File: config.mk
export PLATFORM = sky130hd
export DESIGN_NAME = dtg_top
export DESIGN_NICKNAME = d
export VERILOG_FILES = /design/src/core/dtg_pkg.sv /design/src/core/dtg_top.sv /design/src/core/dtg_fifo2.sv /design/src/core/dtg_tone.sv
export SDC_FILE = /design/constraint.sdc
export NUM_CORES = 1
export LEC_CHECK = 0
export BUFFER_PORTS_ARGS = -buffer_cell sky130_fd_sc_hd__buf_2
export CORE_MARGIN = 2
export CORE_UTILIZATION = 40
export CTS_CLUSTER_DIAMETER = 30
export CTS_CLUSTER_SIZE = 10
export DETAILED_ROUTE_END_ITERATION = 8
export REMOVE_ABC_BUFFERS = 1
export SYNTH_ARGS = -nofsm -noshare
export SYNTH_HDL_FRONTEND = slang
export SYNTH_SLANG_ARGS = --single-unit
File: constraint.sdc
create_clock -name clk_i -period 5.35 [get_ports clk_i]
set_input_delay 1.07 -clock clk_i [delete_from_list [all_inputs] [get_ports clk_i]]
set_output_delay 1.07 -clock clk_i [all_outputs]
set_load 0.005 [all_outputs]
File: src/core/dtg_pkg.sv
package dtg_pkg;
  // Clock and tone timing
  localparam int unsigned CLK_HZ  = 100_000_000;
  localparam int unsigned TONE_HZ = 1000;
  localparam int          PH_W    = 32;
  localparam logic [PH_W-1:0] PH_STEP =
    PH_W'((64'(TONE_HZ) << PH_W) / 64'(CLK_HZ));
  // Widths and buffer shape
  localparam int ADDR_W = 8;
  localparam int REG_W  = 16;
  localparam int SAMP_W = 24;
  localparam int SRC_W  = 8;
  localparam int BUF_W  = 2 * SAMP_W;
  localparam int BUF_D  = 2;
  // Register offsets
  localparam logic [ADDR_W-1:0] REG_CTRL = 8'h20;
  localparam logic [ADDR_W-1:0] REG_L1H  = 8'h21;
  localparam logic [ADDR_W-1:0] REG_L1L  = 8'h22;
  localparam logic [ADDR_W-1:0] REG_L2H  = 8'h23;
  localparam logic [ADDR_W-1:0] REG_L2L  = 8'h24;
  localparam logic [ADDR_W-1:0] REG_STAT = 8'h25;
  // Control fields
  localparam int CTRL_ON1_BIT = 0;
  localparam int CTRL_ON2_BIT = 1;
  localparam int CTRL_DC1_BIT = 4;
  localparam int CTRL_DC2_BIT = 5;
  localparam int CTRL_OFS_LSB = 8;
  localparam int OFS_W        = 2;
  // Status fields
  localparam int STAT_RUN1_BIT = 0;
  localparam int STAT_RUN2_BIT = 1;
  localparam int STAT_OVR_BIT  = 2;
  localparam int STAT_AVL_BIT  = 3;
  localparam int STAT_FULL_BIT = 4;
  // Reset values
  localparam logic [REG_W-1:0] CTRL_RST   = 16'h0000;
  localparam logic [REG_W-1:0] LVL_HI_RST = 16'h1000;
  localparam logic [7:0]       LVL_LO_RST = 8'h00;
  // Level scale
  localparam logic [SAMP_W-1:0] FS_POS = 24'h100000;
  localparam logic [SAMP_W-1:0] FS_NEG = 24'hf00000;
  // Source-select codes
  localparam logic [SRC_W-1:0] SRC_GEN1 = 8'h04;
  localparam logic [SRC_W-1:0] SRC_GEN2 = 8'h05;
  // Sample hand-off state
  typedef enum logic {DTG_IDLE, DTG_HOLD} dtg_prod_t;
endpackage

File: src/core/dtg_top.sv
// Chosen here: the address-and-strobe port.
`timescale 1ns/100ps
module dtg_top
  import dtg_pkg::*;
(
  // Clock, reset and freeze
  input  wire logic              clk_i,
  input  wire logic              rst_n_i,
  input  wire logic              ce_i,
  // Register port
  input  wire logic [ADDR_W-1:0] reg_addr_i,
  input  wire logic [REG_W-1:0]  reg_wdata_i,
  input  wire logic              reg_we_i,
  input  wire logic              reg_re_i,
  output logic      [REG_W-1:0]  reg_rdata_o,
  // Sample timing from the shared rate setting
  input  wire logic              sample_stb_i,
  // Consumer source selection
  input  wire logic [SRC_W-1:0]  mixer_source_select_i,
  output logic      [SAMP_W-1:0] sel_samp_o,
  // Sample stream
  output logic                   samp_valid_o,
  input  wire logic              samp_ready_i,
  output logic      [SAMP_W-1:0] gen1_samp_o,
  output logic      [SAMP_W-1:0] gen2_samp_o
);
  logic              gen1_on_q;
  logic              gen2_on_q;
  logic              gen1_dc_select_q;
  logic              gen2_dc_select_q;
  logic [OFS_W-1:0]  ofs_q;
  logic [SAMP_W-1:0] gen1_dc_level_q;
  logic [SAMP_W-1:0] gen2_dc_level_q;
  logic [PH_W-1:0]   acc_q;
  logic [PH_W-1:0]   ph2;
  logic [SAMP_W-1:0] s1;
  logic [SAMP_W-1:0] s2;
  dtg_prod_t         prod_q;
  logic [BUF_W-1:0]  prod_dat_q;
  logic              ovr_q;
  logic              ovr_set;
  logic              ovr_clr;
  logic              buf_in_rdy;
  logic              buf_out_vld;
  logic [BUF_W-1:0]  buf_out_dat;
  logic [REG_W-1:0]  rdata_d;
  logic [REG_W-1:0]  rdata_q;
  logic [SAMP_W-1:0] sel_samp_q;
  logic              wr_ctrl;
  logic              wr_l1h;
  logic              wr_l1l;
  logic              wr_l2h;
  logic              wr_l2l;
  logic              wr_stat;

  // Source decode used by the consumer port only; the checks compare s1 and s2 directly
  function automatic logic [SAMP_W-1:0] src_pick(
    input logic [SRC_W-1:0]  code,
    input logic [SAMP_W-1:0] a,
    input logic [SAMP_W-1:0] b
  );
    if (code == SRC_GEN1) return a;
    if (code == SRC_GEN2) return b;
    return '0;
  endfunction

  // Register write decode
  assign wr_ctrl = ce_i && reg_we_i && (reg_addr_i == REG_CTRL);
  assign wr_l1h  = ce_i && reg_we_i && (reg_addr_i == REG_L1H);
  assign wr_l1l  = ce_i && reg_we_i && (reg_addr_i == REG_L1L);
  assign wr_l2h  = ce_i && reg_we_i && (reg_addr_i == REG_L2H);
  assign wr_l2l  = ce_i && reg_we_i && (reg_addr_i == REG_L2L);
  assign wr_stat = ce_i && reg_we_i && (reg_addr_i == REG_STAT);

  // Control register
  always_ff @(posedge clk_i or negedge rst_n_i) begin
    if (!rst_n_i) begin
      gen1_on_q        <= CTRL_RST[CTRL_ON1_BIT];
      gen2_on_q        <= CTRL_RST[CTRL_ON2_BIT];
      gen1_dc_select_q <= CTRL_RST[CTRL_DC1_BIT];
      gen2_dc_select_q <= CTRL_RST[CTRL_DC2_BIT];
      ofs_q            <= CTRL_RST[CTRL_OFS_LSB +: OFS_W];
    end else if (wr_ctrl) begin
      gen1_on_q        <= reg_wdata_i[CTRL_ON1_BIT];
      gen2_on_q        <= reg_wdata_i[CTRL_ON2_BIT];
      gen1_dc_select_q <= reg_wdata_i[CTRL_DC1_BIT];
      gen2_dc_select_q <= reg_wdata_i[CTRL_DC2_BIT];
      ofs_q            <= reg_wdata_i[CTRL_OFS_LSB +: OFS_W];
    end
  end

  // Level of generator 1, high word and low byte
  always_ff @(posedge clk_i or negedge rst_n_i) begin
    if (!rst_n_i) begin
      gen1_dc_level_q <= {LVL_HI_RST, LVL_LO_RST};
    end else begin
      if (wr_l1h) gen1_dc_level_q[SAMP_W-1:8] <= reg_wdata_i;
      if (wr_l1l) gen1_dc_level_q[7:0] <= reg_wdata_i[7:0];
    end
  end

  // Level of generator 2, high word and low byte
  always_ff @(posedge clk_i or negedge rst_n_i) begin
    if (!rst_n_i) begin
      gen2_dc_level_q <= {LVL_HI_RST, LVL_LO_RST};
    end else begin
      if (wr_l2h) gen2_dc_level_q[SAMP_W-1:8] <= reg_wdata_i;
      if (wr_l2l) gen2_dc_level_q[7:0] <= reg_wdata_i[7:0];
    end
  end

  // One shared phase keeps the offset exact; it restarts only when both stop
  always_ff @(posedge clk_i or negedge rst_n_i) begin
    if (!rst_n_i) begin
      acc_q <= '0;
    end else if (ce_i) begin
      if (!gen1_on_q && !gen2_on_q) acc_q <= '0;
      else acc_q <= acc_q + PH_STEP;
    end
  end

  assign ph2 = acc_q + {ofs_q, {(PH_W - OFS_W){1'b0}}};

  dtg_tone u_gen1 (
    .clk_i      (clk_i),
    .rst_n_i    (rst_n_i),
    .ce_i       (ce_i),
    .on_i       (gen1_on_q),
    .dc_sel_i   (gen1_dc_select_q),
    .dc_level_i (gen1_dc_level_q),
    .phase_i    (acc_q),
    .samp_o     (s1)
  );

  dtg_tone u_gen2 (
    .clk_i      (clk_i),
    .rst_n_i    (rst_n_i),
    .ce_i       (ce_i),
    .on_i       (gen2_on_q),
    .dc_sel_i   (gen2_dc_select_q),
    .dc_level_i (gen2_dc_level_q),
    .phase_i    (ph2),
    .samp_o     (s2)
  );

  // Sample capture; a held word waits for buffer room
  always_ff @(posedge clk_i or negedge rst_n_i) begin
    if (!rst_n_i) begin
      prod_q     <= DTG_IDLE;
      prod_dat_q <= '0;
    end else if (ce_i) begin
      unique case (prod_q)
        DTG_IDLE: begin
          if (sample_stb_i) begin
            prod_dat_q <= {s2, s1};
            prod_q     <= DTG_HOLD;
          end
        end
        DTG_HOLD: begin
          if (buf_in_rdy && sample_stb_i) begin
            prod_dat_q <= {s2, s1};
          end else if (buf_in_rdy) begin
            prod_q <= DTG_IDLE;
          end
        end
      endcase
    end
  end

  // Strobe lost while the buffer is full; a new loss beats the clear
  assign ovr_set = ce_i && sample_stb_i && (prod_q == DTG_HOLD) && !buf_in_rdy;
  assign ovr_clr = wr_stat && reg_wdata_i[STAT_OVR_BIT];

  always_ff @(posedge clk_i or negedge rst_n_i) begin
    if (!rst_n_i) begin
      ovr_q <= 1'b0;
    end else begin
      ovr_q <= ovr_set || (ovr_q && !ovr_clr);
    end
  end

  dtg_fifo2 u_buf (
    .clk_i       (clk_i),
    .rst_n_i     (rst_n_i),
    .ce_i        (ce_i),
    .in_valid_i  (prod_q == DTG_HOLD),
    .in_ready_o  (buf_in_rdy),
    .in_data_i   (prod_dat_q),
    .out_valid_o (buf_out_vld),
    .out_ready_i (samp_ready_i),
    .out_data_o  (buf_out_dat)
  );

  assign samp_valid_o = buf_out_vld;
  assign gen1_samp_o  = buf_out_dat[SAMP_W-1:0];
  assign gen2_samp_o  = buf_out_dat[BUF_W-1:SAMP_W];

  // Consumer source port
  always_ff @(posedge clk_i or negedge rst_n_i) begin
    if (!rst_n_i) begin
      sel_samp_q <= '0;
    end else if (ce_i) begin
      sel_samp_q <= src_pick(mixer_source_select_i, s1, s2);
    end
  end

  assign sel_samp_o = sel_samp_q;

  // Read mux
  always_comb begin
    rdata_d = '0;
    case (reg_addr_i)
      REG_CTRL: begin
        rdata_d[CTRL_ON1_BIT]            = gen1_on_q;
        rdata_d[CTRL_ON2_BIT]            = gen2_on_q;
        rdata_d[CTRL_DC1_BIT]            = gen1_dc_select_q;
        rdata_d[CTRL_DC2_BIT]            = gen2_dc_select_q;
        rdata_d[CTRL_OFS_LSB +: OFS_W]   = ofs_q;
      end
      REG_L1H: rdata_d = gen1_dc_level_q[SAMP_W-1:8];
      REG_L1L: rdata_d[7:0] = gen1_dc_level_q[7:0];
      REG_L2H: rdata_d = gen2_dc_level_q[SAMP_W-1:8];
      REG_L2L: rdata_d[7:0] = gen2_dc_level_q[7:0];
      REG_STAT: begin
        rdata_d[STAT_RUN1_BIT] = gen1_on_q;
        rdata_d[STAT_RUN2_BIT] = gen2_on_q;
        rdata_d[STAT_OVR_BIT]  = ovr_q;
        rdata_d[STAT_AVL_BIT]  = buf_out_vld;
        rdata_d[STAT_FULL_BIT] = !buf_in_rdy;
      end
      default: rdata_d = '0;
    endcase
  end

  // Read data stands for the one cycle after the strobe
  always_ff @(posedge clk_i or negedge rst_n_i) begin
    if (!rst_n_i) begin
      rdata_q <= '0;
    end else if (ce_i) begin
      rdata_q <= reg_re_i ? rdata_d : '0;
    end
  end

  assign reg_rdata_o = rdata_q;
endmodule

File: src/core/dtg_fifo2.sv
`timescale 1ns/100ps
module dtg_fifo2
  import dtg_pkg::*;
#(
  parameter int W = BUF_W,
  parameter int D = BUF_D
) (
  // Clock, reset and freeze
  input  wire logic         clk_i,
  input  wire logic         rst_n_i,
  input  wire logic         ce_i,
  // Fill side
  input  wire logic         in_valid_i,
  output logic              in_ready_o,
  input  wire logic [W-1:0] in_data_i,
  // Drain side
  output logic              out_valid_o,
  input  wire logic         out_ready_i,
  output logic      [W-1:0] out_data_o
);
  localparam int AW = (D > 1) ? $clog2(D) : 1;
  localparam int CW = $clog2(D + 1);

  function automatic logic [AW-1:0] nxt(input logic [AW-1:0] p);
    return (p == AW'(D - 1)) ? '0 : AW'(p + 1'b1);
  endfunction

  logic [W-1:0]  mem_q [D];
  logic [AW-1:0] wp_q;
  logic [AW-1:0] rp_q;
  logic [CW-1:0] cnt_q;
  logic          push;
  logic          pop;

  assign in_ready_o  = (cnt_q != CW'(D));
  assign out_valid_o = (cnt_q != '0);
  assign out_data_o  = mem_q[rp_q];
  assign push        = ce_i && in_valid_i && in_ready_o;
  assign pop         = ce_i && out_valid_o && out_ready_i;

  always_ff @(posedge clk_i or negedge rst_n_i) begin
    if (!rst_n_i) begin
      for (int i = 0; i < D; i++) mem_q[i] <= '0;
      wp_q <= '0;
    end else if (push) begin
      mem_q[wp_q] <= in_data_i;
      wp_q        <= nxt(wp_q);
    end
  end

  always_ff @(posedge clk_i or negedge rst_n_i) begin
    if (!rst_n_i) begin
      rp_q  <= '0;
      cnt_q <= '0;
    end else begin
      if (pop) rp_q <= nxt(rp_q);
      cnt_q <= cnt_q + CW'(push) - CW'(pop);
    end
  end
endmodule

File: src/core/dtg_tone.sv
`timescale 1ns/100ps
module dtg_tone
  import dtg_pkg::*;
(
  // Clock, reset and freeze
  input  wire logic              clk_i,
  input  wire logic              rst_n_i,
  input  wire logic              ce_i,
  // Control
  input  wire logic              on_i,
  input  wire logic              dc_sel_i,
  input  wire logic [SAMP_W-1:0] dc_level_i,
  input  wire logic [PH_W-1:0]   phase_i,
  // Sample
  output logic      [SAMP_W-1:0] samp_o
);
  // Quarter wave, 16 steps; 64 points a period keeps the table tiny
  function automatic logic [SAMP_W-1:0] sin_q(input logic [4:0] k);
    unique case (k)
      5'd0:  return 24'h000000;
      5'd1:  return 24'h01917b;
      5'd2:  return 24'h031f17;
      5'd3:  return 24'h04a503;
      5'd4:  return 24'h061f79;
      5'd5:  return 24'h078ad8;
      5'd6:  return 24'h08e39d;
      5'd7:  return 24'h0a267b;
      5'd8:  return 24'h0b504f;
      5'd9:  return 24'h0c5e41;
      5'd10: return 24'h0d4db3;
      5'd11: return 24'h0e1c5a;
      5'd12: return 24'h0ec837;
      5'd13: return 24'h0f4fa3;
      5'd14: return 24'h0fb14d;
      5'd15: return 24'h0fec3f;
      5'd16: return FS_POS;
      default: return '0;
    endcase
  endfunction

  logic [1:0]        quad;
  logic [3:0]        idx;
  logic [SAMP_W-1:0] mag;
  logic [SAMP_W-1:0] tone;

  assign quad = phase_i[PH_W-1 -: 2];
  assign idx  = phase_i[PH_W-3 -: 4];
  assign mag  = quad[0] ? sin_q(5'd16 - {1'b0, idx}) : sin_q({1'b0, idx});
  assign tone = quad[1] ? SAMP_W'(-mag) : mag;

  always_ff @(posedge clk_i or negedge rst_n_i) begin
    if (!rst_n_i) begin
      samp_o <= '0;
    end else if (ce_i) begin
      if (!on_i) samp_o <= '0;
      else if (dc_sel_i) samp_o <= dc_level_i;
      else samp_o <= tone;
    end
  end
endmodule

==> impl_metrics.env <==
export IMPL_status="complete, no violations"
export IMPL_cts_resized=0
export IMPL_root_buffer="clkbuf_16"
export IMPL_cts_sinks=324
export IMPL_dieArea_sq_mm=0.0438
export IMPL_hp_class="flop to flop"
export IMPL_fin_worst_skew_ns=0.0295
export IMPL_overflow=0
export IMPL_synth_top_cell_by_area="dfrtp_1"
export IMPL_clk_pin_slew_ns=0.05
export IMPL_grt_pass1_wl_microns=77900
export IMPL_drc_errors=0
export IMPL_via_per_inst=5.73
export IMPL_grt_use_total_pct=23.2
export IMPL_period_needed_ns=4.38
export IMPL_syn_avg_cell_area_sq_um=11.5
export IMPL_end_kind="flop"
export IMPL_yosysWarnings=0
export IMPL_start_util_pct=40.3
export IMPL_fin_nets=1650
export IMPL_die_w_microns=209
export IMPL_arrival_ns=4.85
export IMPL_h_tree_depth=3
export IMPL_drt_antenna_violating_nets=0
export IMPL_io_buffers=127
export IMPL_grt_max_degree=119
export IMPL_die_h_microns=209
export IMPL_required_ns=5.82
export IMPL_cts_buffers_inserted=73
export IMPL_grt_pass1_vias=12700
export IMPL_power_density_mw_per_mm2=378
export IMPL_drt_wl_total_microns=50200
export IMPL_dr_total_vias=12600
export IMPL_yosys_area_top_type_share_pct=47.8
export IMPL_cts_tree="built"
export IMPL_initialDrtViolationCount=732
export IMPL_drv_cap=0
export IMPL_syn2layout_area_growth_pct=22.4
export IMPL_dr_pass1_iters=5
export IMPL_hold_viol_final=0
export IMPL_syn_cell_area_sq_mm=0.0168
export IMPL_ir_worst_vdd_uv=230
export IMPL_layout_cells_non_filler=2194
export IMPL_gp_congestion=0.936
export IMPL_worst_setup_path_type="flop to flop"
export IMPL_maxSlewViolCount=0
export IMPL_synthCells=1467
export IMPL_clock_path_buffers=3
export IMPL_async_reset_ff_share_pct=100
export IMPL_dpl_cell_area_sq_mm=0.0180
export IMPL_cp_start_kind="flop"
export IMPL_synth_edf_count=0
export IMPL_synth_area_leaders="dfrtp_1, mux2_2, mux2i_1"
export IMPL_dp_slack_ns=1.06
export IMPL_boundaryPins=128
export IMPL_tightest_slew_ns=1.00
export IMPL_hpwl_microns=34900
export IMPL_period_share_pct=81.9
export IMPL_ys_flop_type="dfrtp_1"
export IMPL_ys_seq_area_share_pct=48.1
export IMPL_synth_seq_cells=324
export IMPL_wl_per_cell_microns=22.9
export IMPL_hold_buffers=0
export IMPL_std_cell_rows=75
export IMPL_cts_setup_buffers=0
export IMPL_fin_setup_tns_ns=0
export IMPL_setup_ws_ns=0.968
export IMPL_design_area_sq_mm=0.0206
export IMPL_fmax_ghz=0.228
export IMPL_power_uw=7800
export IMPL_synth_cell_type_count=81
export IMPL_layout_drive_gt1_share_pct=35.8
export IMPL_dp_cells=2058
export IMPL_cellLeakagePower_uw=0.00993
export IMPL_antenna_found_initial=2
export IMPL_finalSetupViolations=0
export IMPL_rsz0062_at_grt="no"
export IMPL_max_slew_margin_rel_pct=33.1
export IMPL_core_area_sq_mm=0.0418
export IMPL_synth_common_cells="dfrtp_1, mux2_2, nor2_1"
export IMPL_clk_latency_ns=0.59
export IMPL_critPathMaxFanout=17
export IMPL_yosysMostFrequentCell="dfrtp_1"
-- worst paths after layout --
| kind | start | to | slack [ns] | cells past startpoint |
|---|---|---|---|---|
| min in group asynchronous | rst_n_i | u_buf.mem_q[27]$_DFFE_PN0P_ | 0.50 | 1 |
| max in group asynchronous | rst_n_i | u_buf.mem_q[43]$_DFFE_PN0P_ | 3.64 | 2 |
| min reg2reg | sel_samp_o[7]$_DFFE_PN0P_ | sel_samp_o[7]$_DFFE_PN0P_ | 0.48 | 1 |
| max reg2reg | acc_q[28]$_DFFE_PN0P_ | u_gen1.samp_o[20]$_DFFE_PN0P_ | 0.97 | 12 |
| max | acc_q[28]$_DFFE_PN0P_ | u_gen1.samp_o[20]$_DFFE_PN0P_ | 0.97 | 12 |
| min | sel_samp_o[7]$_DFFE_PN0P_ | sel_samp_o[7]$_DFFE_PN0P_ | 0.48 | 1 |
-- power breakdown --
part	internal (uW)	total (uW)	switching, uW
clock network	3140	4610	1470
logic	242	577	334
registers	2520	2610	88.9
total	5910	7800	1890
-- flip-flops by register name, indices dropped and copies added, names as in the netlist, 2 cells and up --
signal / cells
u_buf.mem_q: 96
prod_dat_q: 48
acc_q: 32
gen1_dc_level_q: 24
gen2_dc_level_q: 24
sel_samp_o: 24
u_gen1.samp_o: 24
u_gen2.samp_o: 24
reg_rdata_o: 16
ofs_q: 2
u_buf.cnt_q: 2
-- worst max-delay path, stage by stage, from the launching register on --
cell and delay [ns]:
dfrtp_1 0.57, inv_2 0.23, ha_1 0.72, buf_4 0.27
a222oi_1 0.10, a31o_2 0.27, a21oi_1 0.25, ha_1 0.22
nor4b_2 0.41, nand4_1 0.49, or3_1 0.53, a21oi_1 0.15
nand2_1 0.06
-- final cells by class --
class / count / area, sq um
timing repair buffer: 160 / 918
sequential: 324 / 8110
clock buffer: 88 / 2020
clock inverter: 46 / 579
antenna: 2 / 5.00
multi-input combinational: 1008 / 8220
inverter: 27 / 103
fill: 3728 / 21100
tap: 539 / 674
-- layer usage --
layer	wire, microns	GRT usage (%)	up-vias
met5	20	0	-
met4	1360	8.18	2
met3	2640	4.55	85
met2	23100	36.2	384
met1	23100	32.4	6383
li1	-	-	5707
-- placed cells by master (no fill, tap or decap), drive strengths merged, types with 9 or more instances in the layout --
| master | n |
|---|---|
| dfrtp | 322 |
| mux2 | 257 |
| buf | 160 |
| clkbuf | 88 |
| nor2 | 81 |
| nand2 | 69 |
| o21ai | 61 |
| mux2i | 52 |
| a21oi | 48 |
| o2bb2ai | 43 |
| inv | 35 |
| xor2 | 32 |
| xnor2 | 29 |
| nand4 | 21 |
| nand3 | 20 |
| a221o | 20 |
| a22oi | 20 |
| and2 | 18 |
| ha | 17 |
| nand2b | 17 |
| clkinvlp | 15 |
| nor3 | 15 |
| o31ai | 14 |
| clkinv | 14 |
| nor2b | 13 |
| a31oi | 13 |
| nor4 | 13 |
| or3 | 11 |
| a22o | 10 |
| mux4 | 9 |
| bufinv | 9 |
-- per-stage QoR --
step | util, % | hold WS (ns)
floorplan | - | 0.452
global placement | 43.2 | 0.469
detailed placement | 43.2 | 0.472
CTS | 49.4 | 0.484
global route | 49.4 | 0.508
finish | 49.4 | 0.480
-- logic make-up after synthesis --
family,Yosys count,share of synthesized area [%]
compound gates,305,13.2
xor+xnor,61,3.17
fa+ha+maj,17,1.26
buf+inv,135,3.24
flops,324,48.1
mux,318,21.5
simple gates,307,9.54
No activity file was read; power rests on OpenSTA's default activity.
